[config.mk]
export PLATFORM = sky130hd
export DESIGN_NAME = eqr_regs
export DESIGN_NICKNAME = d
export VERILOG_FILES = /design/src/rtl/eqr_pkg.sv /design/src/rtl/eqr_regs.sv
export SDC_FILE = /design/constraint.sdc
export NUM_CORES = 1
export LEC_CHECK = 0
export BUFFER_PORTS_ARGS = -buffer_cell sky130_fd_sc_hd__buf_2
export CORE_UTILIZATION = 40
export DETAILED_ROUTE_END_ITERATION = 8
export PLACE_DENSITY_LB_ADDON = 0.25
export SKIP_LAST_GASP = 1
export SLEW_MARGIN = 15
export SYNTH_ARGS = -nofsm -noshare
export SYNTH_HDL_FRONTEND = slang
export SYNTH_SLANG_ARGS = --single-unit
export TNS_END_PERCENT = 20
[constraint.sdc]
create_clock -name clk -period 3.7 [get_ports clk]
set_input_delay 0.37 -clock clk [delete_from_list [all_inputs] [get_ports clk]]
set_output_delay 0.37 -clock clk [all_outputs]
set_load 0.02 [all_outputs]
[src/rtl/eqr_pkg.sv]
// Constants, register map and state type for the equalizer register bank
// ==========================================================================
// Contract
// - Global control bit 6 high puts the whole chip to sleep while set.
// - Global control bit 1 selects loss-of-signal range; high raises sensitivity.
// - Global control bit 0 makes channel B follow all channel A settings; the code copies only the channel A control byte at 0x02 onto channel B.
// - Channel A control bit 7 powers down channel A input stages.
// - Channel A control bit 6 powers down channel A output driver and buffer.
// - Channel A control bit 5 powers down channel A signal detector.
// - Channel A control bit 4 high disables offset cancellation; low keeps it active.
// - Channel A control bit 2 high enables channel A automatic output squelch.
// - Channel A control bit 1 high inverts channel A output polarity.
// - Channel A control bit 0 high blocks output data, common mode kept.
// - Channel A input bits 7..4 select bandwidth; 0000 highest, 1111 lowest.
// - Channel A input bit n high switches equalizer filter stage n off.
// - Status at 0x0E: bit 1 channel B loss, bit 0 channel A loss.
// - Channel B control at 0x06 repeats channel A control layout and behaviour.
// ==========================================================================
package eqr_pkg;

  // ========================================================================
  // Register map
  localparam logic [7:0] ADDR_GLOBAL  = 8'h00;
  localparam logic [7:0] ADDR_RSVD1   = 8'h01;
  localparam logic [7:0] ADDR_CTL_A   = 8'h02;
  localparam logic [7:0] ADDR_IN_A    = 8'h03;
  localparam logic [7:0] ADDR_CTL_B   = 8'h06;
  localparam logic [7:0] ADDR_STATUS  = 8'h0E;
  localparam logic [7:0] ADDR_RSVD15  = 8'h0F;

  // Reset values and writable-bit masks
  localparam logic [7:0] RST_GLOBAL   = 8'h00;
  localparam logic [7:0] RST_CTL      = 8'h00;
  localparam logic [7:0] RST_IN       = 8'h00;
  localparam logic [7:0] GC_MASK      = 8'h43;
  localparam logic [7:0] CTL_MASK     = 8'hF7;
  localparam logic [7:0] ZERO_BYTE    = 8'h00;

  // ========================================================================
  // Field positions
  localparam int GC_SWRST    = 7;
  localparam int GC_SLEEP    = 6;
  localparam int GC_RANGE    = 1;
  localparam int GC_FOLLOW   = 0;
  localparam int CTL_IN_OFF  = 7;
  localparam int CTL_OUT_OFF = 6;
  localparam int CTL_DET_OFF = 5;
  localparam int CTL_OC_OFF  = 4;
  localparam int CTL_SQUELCH = 2;
  localparam int CTL_INVERT  = 1;
  localparam int CTL_BLOCK   = 0;
  localparam int BW_HI       = 7;
  localparam int BW_LO       = 4;
  localparam int EQ_HI       = 3;
  localparam int EQ_LO       = 0;
  localparam int ST_LOS_A    = 0;
  localparam int ST_LOS_B    = 1;

  // ========================================================================
  // Serial link
  localparam logic [3:0] DEV_BASE_DEF = 4'h5;  // Arbitrary upper address bits
  localparam logic [3:0] BYTE_BITS    = 4'h8;
  localparam logic [3:0] CNT_ZERO     = 4'h0;
  localparam logic [3:0] CNT_ONE      = 4'h1;
  localparam logic [7:0] PTR_ONE      = 8'h01;
  localparam logic [3:0] PIN_IDLE     = 4'h3;  // Lines idle high, detectors clear
  localparam int PIN_SCL   = 0;
  localparam int PIN_SDA   = 1;
  localparam int PIN_LOS_A = 2;
  localparam int PIN_LOS_B = 3;

  typedef enum logic [8:0] {
    ST_IDLE  = 9'h001,
    ST_ADDR  = 9'h002,
    ST_AACK  = 9'h004,
    ST_REG   = 9'h008,
    ST_RACKW = 9'h010,
    ST_WDATA = 9'h020,
    ST_WACK  = 9'h040,
    ST_RDATA = 9'h080,
    ST_MACK  = 9'h100
  } eqr_state_t;

endpackage

[src/rtl/eqr_regs.sv]
// Two-wire serial slave and configuration/status registers of the equalizer
`timescale 1ns/1ns
module eqr_regs #(
  parameter logic [3:0] DEV_BASE = eqr_pkg::DEV_BASE_DEF
) (
  input  wire logic       clk,
  input  wire logic       nrst,
  input  wire logic       scl_in,
  input  wire logic       sda_in,
  output logic            sda_out,
  output logic            sda_oe,
  input  wire logic [2:0] addr_sel,
  input  wire logic [1:0] los_det,
  output logic            chip_sleep,
  output logic            signal_loss_range_sel,
  output logic            first_channel_follow_mode,
  output logic [1:0]      input_stage_shutdown,
  output logic [1:0]      output_driver_shutdown,
  output logic [1:0]      signal_detector_shutdown,
  output logic [1:0]      offset_cancel_inhibit,
  output logic [1:0]      squelch_enable,
  output logic [1:0]      output_invert,
  output logic [1:0]      output_block,
  output logic [3:0]      chan_a_bandwidth_sel,
  output logic [3:0]      chan_a_filter_stage_off
);
  import eqr_pkg::*;

  // ========================================================================
  // Pin synchronisers
  logic [3:0] pin_s1_q, pin_s2_q, pin_s3_q, pin_f_q, pin_p_q;
  logic [6:0] dev_addr_q;
  eqr_state_t state_q;
  logic [3:0] cnt_q;
  logic [7:0] shift_q, tx_q, ptr_q;
  logic       rw_q, nack_q;
  logic [7:0] global_q, ctl_a_q, in_a_q, ctl_b_q;
  logic [7:0] ctl_b_eff;
  logic       scl_rise, scl_fall, start_det, stop_det, wr_stb, swrst;

  // Three stages; a level counts once stages two and three agree
  always_ff @(posedge clk) begin
    if (!nrst) begin
      pin_s1_q <= PIN_IDLE;
      pin_s2_q <= PIN_IDLE;
      pin_s3_q <= PIN_IDLE;
      pin_f_q  <= PIN_IDLE;
      pin_p_q  <= PIN_IDLE;
    end else begin
      pin_s1_q <= {los_det, sda_in, scl_in};
      pin_s2_q <= pin_s1_q;
      pin_s3_q <= pin_s2_q;
      pin_f_q  <= (pin_s2_q & pin_s3_q) | (pin_f_q & (pin_s2_q ^ pin_s3_q));
      pin_p_q  <= pin_f_q;
    end
  end

  // Address strap caught while reset is held; straps are static
  always_ff @(posedge clk) begin
    if (!nrst) begin
      dev_addr_q <= {DEV_BASE, addr_sel};
    end
  end

  // Bus conditions from the filtered lines
  assign scl_rise  = pin_f_q[PIN_SCL] & ~pin_p_q[PIN_SCL];
  assign scl_fall  = ~pin_f_q[PIN_SCL] & pin_p_q[PIN_SCL];
  assign start_det = pin_f_q[PIN_SCL] & pin_p_q[PIN_SCL] & pin_p_q[PIN_SDA] & ~pin_f_q[PIN_SDA];
  assign stop_det  = pin_f_q[PIN_SCL] & pin_p_q[PIN_SCL] & ~pin_p_q[PIN_SDA] & pin_f_q[PIN_SDA];

  // ========================================================================
  // Read data
  function automatic logic [7:0] rd_byte(input logic [7:0] a);
    logic [7:0] r;
    r = ZERO_BYTE;
    unique case (a)
      ADDR_GLOBAL: r = global_q;
      ADDR_CTL_A:  r = ctl_a_q;
      ADDR_IN_A:   r = in_a_q;
      ADDR_CTL_B:  r = ctl_b_q;
      ADDR_STATUS: begin
        r[ST_LOS_A] = pin_f_q[PIN_LOS_A];  // Live detector state
        r[ST_LOS_B] = pin_f_q[PIN_LOS_B];
      end
      default:     r = ZERO_BYTE;          // Reserved and unused read zero
    endcase
    return r;
  endfunction

  // ========================================================================
  // Serial slave: sample on SCL rise, change drive on SCL fall
  always_ff @(posedge clk) begin
    if (!nrst) begin
      state_q <= ST_IDLE;
      cnt_q   <= CNT_ZERO;
      shift_q <= ZERO_BYTE;
      tx_q    <= ZERO_BYTE;
      ptr_q   <= ZERO_BYTE;
      rw_q    <= 1'b0;
      nack_q  <= 1'b0;
    end else if (stop_det) begin
      state_q <= ST_IDLE;
    end else if (start_det) begin
      state_q <= ST_ADDR;                  // Repeated start also lands here
      cnt_q   <= CNT_ZERO;
    end else if (scl_rise) begin
      unique case (state_q)
        ST_ADDR, ST_REG, ST_WDATA: begin
          shift_q <= {shift_q[6:0], pin_f_q[PIN_SDA]};
          cnt_q   <= cnt_q + CNT_ONE;
        end
        ST_RDATA: cnt_q <= cnt_q + CNT_ONE;
        ST_MACK:  nack_q <= pin_f_q[PIN_SDA];
        default: ;
      endcase
    end else if (scl_fall) begin
      unique case (state_q)
        ST_ADDR: if (cnt_q == BYTE_BITS) begin
          cnt_q <= CNT_ZERO;
          rw_q  <= shift_q[0];
          // Foreign address: stay silent until the next start
          state_q <= (shift_q[7:1] == dev_addr_q) ? ST_AACK : ST_IDLE;
        end
        ST_AACK: if (rw_q) begin
          tx_q    <= rd_byte(ptr_q);
          ptr_q   <= ptr_q + PTR_ONE;
          state_q <= ST_RDATA;
        end else begin
          state_q <= ST_REG;
        end
        ST_REG: if (cnt_q == BYTE_BITS) begin
          cnt_q   <= CNT_ZERO;
          ptr_q   <= shift_q;
          state_q <= ST_RACKW;
        end
        ST_RACKW: state_q <= ST_WDATA;
        ST_WDATA: if (cnt_q == BYTE_BITS) begin
          cnt_q   <= CNT_ZERO;
          ptr_q   <= ptr_q + PTR_ONE;      // Auto-increment for bursts
          state_q <= ST_WACK;
        end
        ST_WACK: state_q <= ST_WDATA;
        ST_RDATA: if (cnt_q == BYTE_BITS) begin
          cnt_q   <= CNT_ZERO;
          state_q <= ST_MACK;
        end else begin
          tx_q <= {tx_q[6:0], 1'b0};
        end
        ST_MACK: if (nack_q) begin
          state_q <= ST_IDLE;
        end else begin
          tx_q    <= rd_byte(ptr_q);
          ptr_q   <= ptr_q + PTR_ONE;
          state_q <= ST_RDATA;
        end
        default: ;
      endcase
    end
  end

  // Open drain: only ever pull low, acks and zero data bits
  assign sda_out = 1'b0;
  assign sda_oe  = (state_q == ST_AACK) || (state_q == ST_RACKW) || (state_q == ST_WACK) ||
                   ((state_q == ST_RDATA) && !tx_q[7]);

  // ========================================================================
  // Register file
  assign wr_stb = scl_fall && !stop_det && !start_det && (state_q == ST_WDATA) &&
                  (cnt_q == BYTE_BITS);
  assign swrst  = wr_stb && (ptr_q == ADDR_GLOBAL) && shift_q[GC_SWRST];

  // Software reset clears every register and reads back as zero
  always_ff @(posedge clk) begin
    if (!nrst || swrst) begin
      global_q <= RST_GLOBAL;
      ctl_a_q  <= RST_CTL;
      in_a_q   <= RST_IN;
      ctl_b_q  <= RST_CTL;
    end else if (wr_stb) begin
      unique case (ptr_q)
        ADDR_GLOBAL: global_q <= shift_q & GC_MASK;
        ADDR_CTL_A:  ctl_a_q  <= shift_q & CTL_MASK;
        ADDR_IN_A:   in_a_q   <= shift_q;
        ADDR_CTL_B:  ctl_b_q  <= shift_q & CTL_MASK;
        default: ;                         // Status and reserved drop writes
      endcase
    end
  end

  // ========================================================================
  // Control outputs; tracking mode copies channel A onto channel B
  assign ctl_b_eff = global_q[GC_FOLLOW] ? ctl_a_q : ctl_b_q;

  always_ff @(posedge clk) begin
    if (!nrst) begin
      chip_sleep                <= 1'b0;
      signal_loss_range_sel     <= 1'b0;
      first_channel_follow_mode <= 1'b0;
    end else begin
      chip_sleep                <= global_q[GC_SLEEP];
      signal_loss_range_sel     <= global_q[GC_RANGE];
      first_channel_follow_mode <= global_q[GC_FOLLOW];
    end
  end

  // Per-channel controls; index 0 is channel A, 1 is channel B
  always_ff @(posedge clk) begin
    if (!nrst) begin
      input_stage_shutdown     <= 2'h0;
      output_driver_shutdown   <= 2'h0;
      signal_detector_shutdown <= 2'h0;
      offset_cancel_inhibit    <= 2'h0;
      squelch_enable           <= 2'h0;
      output_invert            <= 2'h0;
      output_block             <= 2'h0;
    end else begin
      input_stage_shutdown     <= {ctl_b_eff[CTL_IN_OFF], ctl_a_q[CTL_IN_OFF]};
      output_driver_shutdown   <= {ctl_b_eff[CTL_OUT_OFF], ctl_a_q[CTL_OUT_OFF]};
      signal_detector_shutdown <= {ctl_b_eff[CTL_DET_OFF], ctl_a_q[CTL_DET_OFF]};
      offset_cancel_inhibit    <= {ctl_b_eff[CTL_OC_OFF], ctl_a_q[CTL_OC_OFF]};
      squelch_enable           <= {ctl_b_eff[CTL_SQUELCH], ctl_a_q[CTL_SQUELCH]};
      output_invert            <= {ctl_b_eff[CTL_INVERT], ctl_a_q[CTL_INVERT]};
      output_block             <= {ctl_b_eff[CTL_BLOCK], ctl_a_q[CTL_BLOCK]};
    end
  end

  // Channel A input settings
  always_ff @(posedge clk) begin
    if (!nrst) begin
      chan_a_bandwidth_sel    <= RST_IN[BW_HI:BW_LO];
      chan_a_filter_stage_off <= RST_IN[EQ_HI:EQ_LO];
    end else begin
      chan_a_bandwidth_sel    <= in_a_q[BW_HI:BW_LO];
      chan_a_filter_stage_off <= in_a_q[EQ_HI:EQ_LO];
    end
  end
endmodule

==> results.sh, run 1 <==
export IMPL_drc_errors=2
export IMPL_syn_num_nets=553
export IMPL_dieHeight_um=112
export IMPL_required_ps=3960
export IMPL_start_kind="register"
export IMPL_ys_seq_elements=110
export IMPL_fillers=1124
export IMPL_setup_viol=0
export IMPL_io_buffers=34
export IMPL_hold_path_cell_count=1
export IMPL_finalMaxSlewViolations=0
export IMPL_hold_ws_ps=179
export IMPL_ant_nets=0
export IMPL_dieArea_mm2=0.0126
export IMPL_worst_pin_slew_ps=908
export IMPL_skew_ps=10.0
export IMPL_overflow=0
export IMPL_grtUsageTotal_pct=18.5
export IMPL_layout_nets=570
export IMPL_cts_tree="yes"
export IMPL_cp_max_fo=13
export IMPL_relSlewSlack_pct=39.0
export IMPL_hold_buffers=0
export IMPL_syn_area_mm2=0.00487
export IMPL_async_flop_share_pct=0
export IMPL_synth_top_flop_cell="dfxtp_1"
export IMPL_gp_congestion=0.866
export IMPL_numClockSinks=110
export IMPL_clk_latency_ps=360
export IMPL_hp_class="input pin to register"
export IMPL_violations="DRC"
export IMPL_power_density_mw_per_mm2=435
export IMPL_htreeDepth=3
export IMPL_irDropWorstVdd_v=0.000282
export IMPL_rows=39
export IMPL_initial_utilization_pct=41.9
export IMPL_hold_violations=0
export IMPL_path_clk_slew_ps=80
export IMPL_fin_setup_tns_ps=0
export IMPL_seq_area_mm2=0.00223
export IMPL_period_minus_slack_ps=2880
export IMPL_drive_gt1_share_pct=12.3
export IMPL_min_period_over_period_pct=78.0
export IMPL_yosys_area_top_type="dfxtp_1"
export IMPL_cts_buffers=9
export IMPL_finalPower_uw=2370
export IMPL_p_leak_uw=0.00219
export IMPL_grt_max_degree=43
export IMPL_vias=3783
export IMPL_wirelength_um=11100
export IMPL_via_per_inst=5.43
export IMPL_ctsResizeCount=0
export IMPL_io_pins=36
export IMPL_rsz0062_at_grt="false"
export IMPL_root_buffer="clkbuf_16"
export IMPL_outcome="finished with violations"
export IMPL_synthTopCellsByCount="dfxtp_1 (107), nor2_1 (68), mux2i_1 (45)"
export IMPL_antennaDiodeCount=0
export IMPL_place_detailed_hpwl_um=7620
export IMPL_yosysTopAreaCellShare_pct=44.0
export IMPL_fmax_mhz=347
export IMPL_die_x_um=112
export IMPL_synth_cells=532
export IMPL_avgSynthCellArea_um2=9.15
export IMPL_cp_end_kind="register"
export IMPL_synth_edff_count=3
export IMPL_worstPathArrival_ps=3140
export IMPL_yosysWarnings=0
export IMPL_grt_pass1_vias=3485
export IMPL_worstSetupPathType="register to register"
export IMPL_drt_iter0_drc=232
export IMPL_grt_pass1_wl_um=18000
export IMPL_antenna_found_initial=0
export IMPL_yosysMostFrequentCell="dfxtp_1"
export IMPL_wl_per_cell_um=15.9
export IMPL_ys_seq_area_share_pct=45.9
export IMPL_multiInputGateArea_mm2=0.00243
export IMPL_path_cells="or4_4 > or3_1 > o41a_1 > nor3_4 > o21ai_0 > a32o_1"
export IMPL_critPathSlowestCell="or4_4"
export IMPL_rr_worst_depth=6
export IMPL_first_pass_iters=7
export IMPL_area_growth_pct=12.0
export IMPL_post_cts_buffers=0
export IMPL_synth_area_leaders="dfxtp_1 (44%), mux2i_1 (9.3%), nor2_1 (5.2%), and2_1 (3.1%), ha_1 (3.1%)"
export IMPL_maxCapViolCount=0
export IMPL_clk_path_buf_depth=2
export IMPL_core_area_mm2=0.0116
export IMPL_synth_cell_type_count=61
export IMPL_cpPeakStageDelay_ps=600
sequential cells by signal, summed over array words and instances, names as in the netlist, 3 cells and up:
register / count
chan_a_bandwidth_sel: 4
chan_a_filter_stage_off: 4
cnt_q: 4
ctl_a_q: 7
ctl_b_q: 7
dev_addr_q: 3
global_q: 3
in_a_q: 8
pin_f_q: 4
pin_s1_q: 4
pin_s2_q: 4
pin_s3_q: 4
ptr_q: 8
shift_q: 8
state_q: 9
tx_q: 8
worst max-delay path: cells and delay by family, from the launching register on:
family	cells	cell delay (ps)
and+or+nand+nor	3	1450
DFF	1	390
AOI/OAI and AO/OA	3	920
report_power, final:
group | internal (µW) | switching [µW] | leakage (µW)
clock | 625 | 476 | 0.000166
sequential | 1200 | 9.19 | 0.000894
combinational | 21.0 | 41.5 | 0.00113
logic make-up after synthesis:
logic type | count (synthesis) | synth area share, %
xor gates and xnor gates | 10 | 1.80
and+or+nand+nor | 208 | 22.2
muxes | 48 | 9.95
buffers and inverters | 49 | 4.29
AOI/OAI and AO/OA | 94 | 12.8
other | 1 | 0.0770
adders and majority gates | 12 | 3.08
DFF | 110 | 45.9
metrics by stage:
stage | util [%] | cells | cell area [µm²] | setup slack [ps]
after floorplan | - | 532 | 4870 | 1150
after global placement | 44.0 | 681 | 5110 | 933
after detailed placement | 44.0 | 681 | 5110 | 844
after CTS | 46.9 | 697 | 5450 | 827
after global routing | 46.9 | 697 | 5450 | 719
final | 46.9 | 697 | 5450 | 815
cells in the final DEF (no fill, tap or decap), types with 4 or more instances in the layout:
master,synthesis,layout
nand3_1,14,14
buf_4,1,7
nor2_1,68,68
nand2b_1,9,9
nand4_1,9,9
clkbuf_16,0,9
xor2_1,5,5
and3_1,7,7
o22ai_1,4,4
o21ai_0,19,19
a21oi_1,28,28
nor3b_1,4,4
ha_1,12,12
and2_1,24,24
nor3_1,5,5
dfxtp_1,107,107
nor4_1,7,7
buf_2,5,34
a22o_1,4,4
mux2i_1,45,45
a22oi_1,7,7
xnor2_1,5,5
nand2_1,38,38
inv_1,14,14
path summary, 6_finish.rpt:
path	startpoint	endpoint	slack, ps
setup reg to reg	state_q[2]$_SDFFE_PP0P_	ptr_q[3]$_SDFFE_PN0P_	820
hold reg to reg	pin_s1_q[1]$_SDFF_PN1_	pin_s2_q[1]$_SDFF_PN1_	410
setup / recovery	state_q[2]$_SDFFE_PP0P_	ptr_q[3]$_SDFFE_PN0P_	820
hold / removal	addr_sel[1]	dev_addr_q[1]$_DFFE_PN_	180
area by class of cell:
class / count / area share, %
sequential: 110 / 41.0
clock inverter: 6 / 1.79
clock buffer: 10 / 4.39
timing repair buffer: 41 / 4.09
tap: 143 / 3.28
inverter: 14 / 0.964
multi-input combinational: 373 / 44.5
per-layer routing:
layer / part of all wire, % / GRT usage (%) / vias to the layer above
li1: - / - / 1894
met1: 51 / 26.7 / 1785
met2: 42 / 26.8 / 90
met3: 4.6 / 3.89 / 14
met4: 1.7 / 7.47 / 0
met5: 0 / 0 / -
(Power assumes the default switching activity.)
==> run 2: changes to the inputs <==
clock period = 2.9 ns   (was 3.7 ns; I/O delays follow)
==> results.sh, run 2 (synthesis gave the netlist of run 1 again) <==
export IMPL_initial_utilization_pct=41.9
export IMPL_dieArea_mm2=0.0126
export IMPL_io_buffers=34
export IMPL_die_x_um=112
export IMPL_finalMaxSlewViolations=0
export IMPL_p_leak_uw=0.00221
export IMPL_setup_viol=0
export IMPL_start_kind="register"
export IMPL_setup_slack_ps=284
export IMPL_grt_max_degree=41
export IMPL_final_common_cell="dfxtp_1"
export IMPL_skew_ps=10.0
export IMPL_dieHeight_um=112
export IMPL_via_per_inst=5.44
export IMPL_regMostFlops="state_q"
export IMPL_fillers=1131
export IMPL_rows=39
export IMPL_ant_nets=0
export IMPL_relSlewSlack_pct=45.8
export IMPL_first_pass_iters=6
export IMPL_min_period_over_period_pct=90.2
export IMPL_place_detailed_hpwl_um=7670
export IMPL_grtUsageTotal_pct=18.2
export IMPL_vias=3845
export IMPL_violations="DRC"
export IMPL_clk_path_buf_depth=2
export IMPL_fmax_mhz=382
export IMPL_cp_end_kind="register"
export IMPL_power_density_mw_per_mm2=513
export IMPL_clk_latency_ps=350
export IMPL_worstPathArrival_ps=2900
export IMPL_cp_max_fo=8
export IMPL_hold_violations=0
export IMPL_cts_buffers=9
export IMPL_post_cts_buffers=0
export IMPL_hold_buffers=0
export IMPL_path_clk_slew_ps=70
export IMPL_drc_errors=2
export IMPL_grt_pass1_vias=3593
export IMPL_required_ps=3180
export IMPL_root_buffer="clkbuf_16"
export IMPL_fin_setup_tns_ps=0
export IMPL_outcome="finished with violations"
export IMPL_wl_per_cell_um=15.7
export IMPL_gp_congestion=0.848
export IMPL_wirelength_um=11100
export IMPL_irDropWorstVdd_v=0.000281
export IMPL_drive_gt1_share_pct=13.7
export IMPL_grt_pass1_wl_um=18100
export IMPL_layout_nets=580
export IMPL_htreeDepth=3
export IMPL_dp_slack_ps=322
export IMPL_core_area_mm2=0.0116
export IMPL_area_growth_pct=12.4
export IMPL_worstSetupPathType="register to register"
export IMPL_io_pins=36
export IMPL_hp_class="input pin to register"
export IMPL_numClockSinks=110
export IMPL_worst_pin_slew_ps=812
export IMPL_cts_tree="yes"
export IMPL_maxCapViolCount=0
export IMPL_rsz0062_at_grt="false"
export IMPL_final_cell_mix="dfxtp_1 (107), nor2_1 (68), mux2i_1 (45)"
export IMPL_overflow=0
export IMPL_drt_iter0_drc=203
export IMPL_largest_register_ffs=9
export IMPL_antennaDiodeCount=0
export IMPL_ctsResizeCount=0
export IMPL_period_minus_slack_ps=2620
export IMPL_antenna_found_initial=0
[run 2: cell types whose count changed in the layout (fill, tap and decap cells not counted), sizes merged]
| cell | previous run | this run |
|---|---|---|
| buf | 41 | 51 |
| bufinv | 2 | 0 |
| clkinv | 0 | 4 |
| inv | 18 | 16 |
[run 2: path summary, 6_finish.rpt]
kind	slack (ps)	depth (start not counted)	to	start
min reg2reg	410	1	pin_s2_q[1]$_SDFF_PN1_	pin_s1_q[1]$_SDFF_PN1_
min	120	1	dev_addr_q[2]$_DFFE_PN_	addr_sel[2]
max	280	7	cnt_q[3]$_SDFFE_PN0P_	state_q[4]$_SDFFE_PP0P_
max reg2reg	280	7	cnt_q[3]$_SDFFE_PN0P_	state_q[4]$_SDFFE_PP0P_
[run 2: metal layers]
layer	vias up	wire length (µm)	track usage (%)	part of all wire (%)
met1	1819	5610	26.3	51
met2	94	4820	27.3	44
met3	15	457	2.32	4.1
li1	1917	-	-	-
met4	0	185	8.00	1.7
met5	-	0	0	0
[run 2: where the power goes]
group	internal (µW)	switching (µW)	leakage (µW)
registers	1530	11.5	0.000894
logic	27.4	52.7	0.00118
clock network	599	584	0.000140
total	2160	648	0.00221
[run 2: layout make-up]
class                   instances  area [µm²]  share of cell area (%)
well taps                     143         179                    3.27
multi-input cells             373        2430                    44.3
repair buffers                 51         298                    5.44
clock buffers                  10         229                    4.18
clock inverters                 6        56.3                    1.03
inverters                      14        52.6                   0.960
flip-flops and latches        110        2230                    40.8
[run 2: per-stage QoR]
stage / hold slack [ps] / power [µW] / utilization, % / cells / cell area, µm²
floorplan: 386 / 1630 / - / 532 / 4870
global placement: 395 / 1660 / 44.7 / 691 / 5190
detailed placement: 397 / 1660 / 44.7 / 691 / 5190
CTS: 113 / 2830 / 47.1 / 707 / 5470
global route: 114 / 2900 / 47.1 / 707 / 5470
finish: 118 / 2810 / 47.1 / 707 / 5470
[run 2: critical path, stage by stage, from the launching register on]
cell      delay [ps]
dfxtp_1          380
or4_4            580
or3_1            350
buf_4            170
nor2_1           120
o311ai_1         240
or4_1            560
a21oi_1          150
==> run 3: changes to the inputs <==
clock period = 2.6 ns   (was 2.9 ns; I/O delays follow)
==> results.sh, run 3 (synthesis gave the netlist of run 1 again) <==
export IMPL_grtUsageTotal_pct=18.9
export IMPL_htreeDepth=3
export IMPL_power_density_mw_per_mm2=588
export IMPL_path_depth=7
export IMPL_relSlewSlack_pct=47.2
export IMPL_cts_tree="yes"
export IMPL_drive_gt1_share_pct=15.5
export IMPL_core_area_mm2=0.0116
export IMPL_p_clk_share_pct=45.0
export IMPL_worst_pin_slew_ps=790
export IMPL_reg2reg_from="state_q[2]$_SDFFE_PP0P_"
export IMPL_dieArea_mm2=0.0126
export IMPL_cp_end_kind="register"
export IMPL_seq_power_share_pct=52.1
export IMPL_area_growth_pct=15.4
export IMPL_clk_latency_ps=360
export IMPL_grt_max_degree=41
export IMPL_setup_viol=0
export IMPL_grt_pass1_vias=3632
export IMPL_final_common_cell="dfxtp_1"
export IMPL_cts_buffers=9
export IMPL_wirelength_um=11100
export IMPL_p_comb_share_pct=2.9
export IMPL_maxCapViolCount=0
export IMPL_drt_iter0_drc=237
export IMPL_antennaDiodeCount=0
export IMPL_grt_pass1_wl_um=18600
export IMPL_path_buf_inv=1
export IMPL_dieHeight_um=112
export IMPL_die_x_um=112
export IMPL_overflow=0
export IMPL_worstPathArrival_ps=2760
export IMPL_rr_worst_depth=7
export IMPL_wl_met1_um=5510
export IMPL_hp_class="input pin to register"
export IMPL_finalPower_uw=3300
export IMPL_vias=3842
export IMPL_clk_path_buf_depth=2
export IMPL_initial_utilization_pct=41.9
export IMPL_numClockSinks=110
export IMPL_cp_max_fo=5
export IMPL_layout_nets=590
export IMPL_worstSetupPathType="register to register"
export IMPL_rsz0062_at_grt="false"
export IMPL_p_leak_uw=0.00229
export IMPL_cpPeakStageDelay_ps=560
export IMPL_hold_ws_ps=72.7
export IMPL_ant_nets=0
export IMPL_r2r_end="ptr_q[2]$_SDFFE_PN0P_"
export IMPL_highest_layer="met4"
export IMPL_via_per_inst=5.36
export IMPL_irDropWorstVdd_v=0.000366
export IMPL_required_ps=2860
export IMPL_final_cell_mix="dfxtp_1 (107), nor2_1 (68), mux2i_1 (45)"
export IMPL_outcome="finished with violations"
export IMPL_wl_met2_um=4800
export IMPL_fillers=1109
export IMPL_switchingPower_uw=777
export IMPL_hold_violations=0
export IMPL_hold_buffers=0
export IMPL_finalMaxSlewViolations=0
export IMPL_first_pass_iters=8
export IMPL_period_minus_slack_ps=2510
export IMPL_io_pins=36
export IMPL_antenna_found_initial=0
export IMPL_min_period_over_period_pct=96.4
export IMPL_io_buffers=34
export IMPL_place_detailed_hpwl_um=7810
export IMPL_regMostFlops="state_q"
export IMPL_drc_errors=2
export IMPL_fmax_mhz=399
export IMPL_rows=39
export IMPL_largest_register_ffs=9
export IMPL_cpLargestDelayFamily="simple AND/OR/NAND/NOR gates"
export IMPL_fin_setup_tns_ps=0
export IMPL_gp_congestion=0.890
export IMPL_violations="DRC"
export IMPL_root_buffer="clkbuf_16"
export IMPL_start_kind="register"
export IMPL_crit_path_end="ptr_q[2]$_SDFFE_PN0P_"
export IMPL_path_clk_slew_ps=70
export IMPL_path_cells="or4_4 > or3_1 > o41a_1 > nor3_4 > buf_4 > o21ai_0 > a32o_1"
export IMPL_skew_ps=10.7
export IMPL_swShare_pct=23.5
export IMPL_crit_start="state_q[2]$_SDFFE_PP0P_"
export IMPL_r2r_setup_slack_ps=90
export IMPL_wl_met3_um=548
export IMPL_p_int_uw=2530
export IMPL_critPathSlowestCell="or4_4"
export IMPL_wl_per_cell_um=15.5
[run 3: changes by cell type in the layout (fill, tap and decap cells not counted)]
cell | before | now
inv_6 | 2 | 0
nor4_1 | 7 | 6
buf_4 | 17 | 25
inv_8 | 0 | 4
clkinvlp_4 | 0 | 1
buf_12 | 0 | 2
clkinv_4 | 2 | 0
clkbuf_1 | 1 | 0
nor4_2 | 0 | 1
clkinv_2 | 1 | 0
bufinv_16 | 0 | 1
[run 3: per-layer routing]
layer  GRT usage, %  up-vias
met3           4.05       19
met5              0        -
met4           7.82        0
li1               -     1938
met1           27.3     1785
met2           27.3      100
[run 3: power groups by stage]
| stage | clock (µW) | combinational (µW) | sequential (µW) |
|---|---|---|---|
| finish | 1490 | 95.6 | 1720 |
| global placement | 0 | 95.2 | 1760 |
| floorplan | 0 | 65.7 | 1760 |
| detailed placement | 0 | 96.2 | 1760 |
| CTS | 1520 | 96.6 | 1720 |
| global route | 1590 | 109 | 1720 |
[run 3: worst min path at each step]
stage | from | end | slack (ps) | depth (start not counted)
2_1_floorplan | addr_sel[0] | dev_addr_q[0]$_DFFE_PN_ | 360 | 0
3_3_place_gp | pin_s1_q[1]$_SDFF_PN1_ | pin_s2_q[1]$_SDFF_PN1_ | 390 | 1
3_5_place_dp | pin_s1_q[1]$_SDFF_PN1_ | pin_s2_q[1]$_SDFF_PN1_ | 400 | 1
4_1_cts | addr_sel[0] | dev_addr_q[0]$_DFFE_PN_ | 60 | 1
5_1_grt | addr_sel[1] | dev_addr_q[1]$_DFFE_PN_ | 60 | 1
6_report | addr_sel[0] | dev_addr_q[0]$_DFFE_PN_ | 70 | 1
[run 3: cell type report]
class / instances / area (µm²) / area share (%)
well taps: 143 / 179 / 3.18
clock inverters: 7 / 98.8 / 1.76
inverters: 14 / 52.6 / 0.935
clock buffers: 9 / 225 / 4.01
flip-flops and latches: 110 / 2230 / 39.7
repair buffers: 61 / 398 / 7.08
multi-input cells: 373 / 2430 / 43.3
[run 3: repair_timing]
action,4_1_cts,5_1_grt
setup buffers,0,1
resized for setup,0,1
setup endpoints to repair,0,27
[run 3: worst register-to-register path: stages, from the launching register on]
cell and delay, ps:
dfxtp_1 310, or4_4 560, or3_1 360, o41a_1 440
nor3_4 210, buf_4 160, o21ai_0 90, a32o_1 270
[run 3: per-stage QoR]
stage               std cells  area, µm²  setup WS (ps)  util [%]
floorplan                 532       4870           54.5         -
global placement          700       5280            146      45.5
detailed placement        700       5280           84.0      45.5
CTS                       716       5600           77.8      48.3
global route              717       5620           11.8      48.4
finish                    717       5620           93.2      48.4
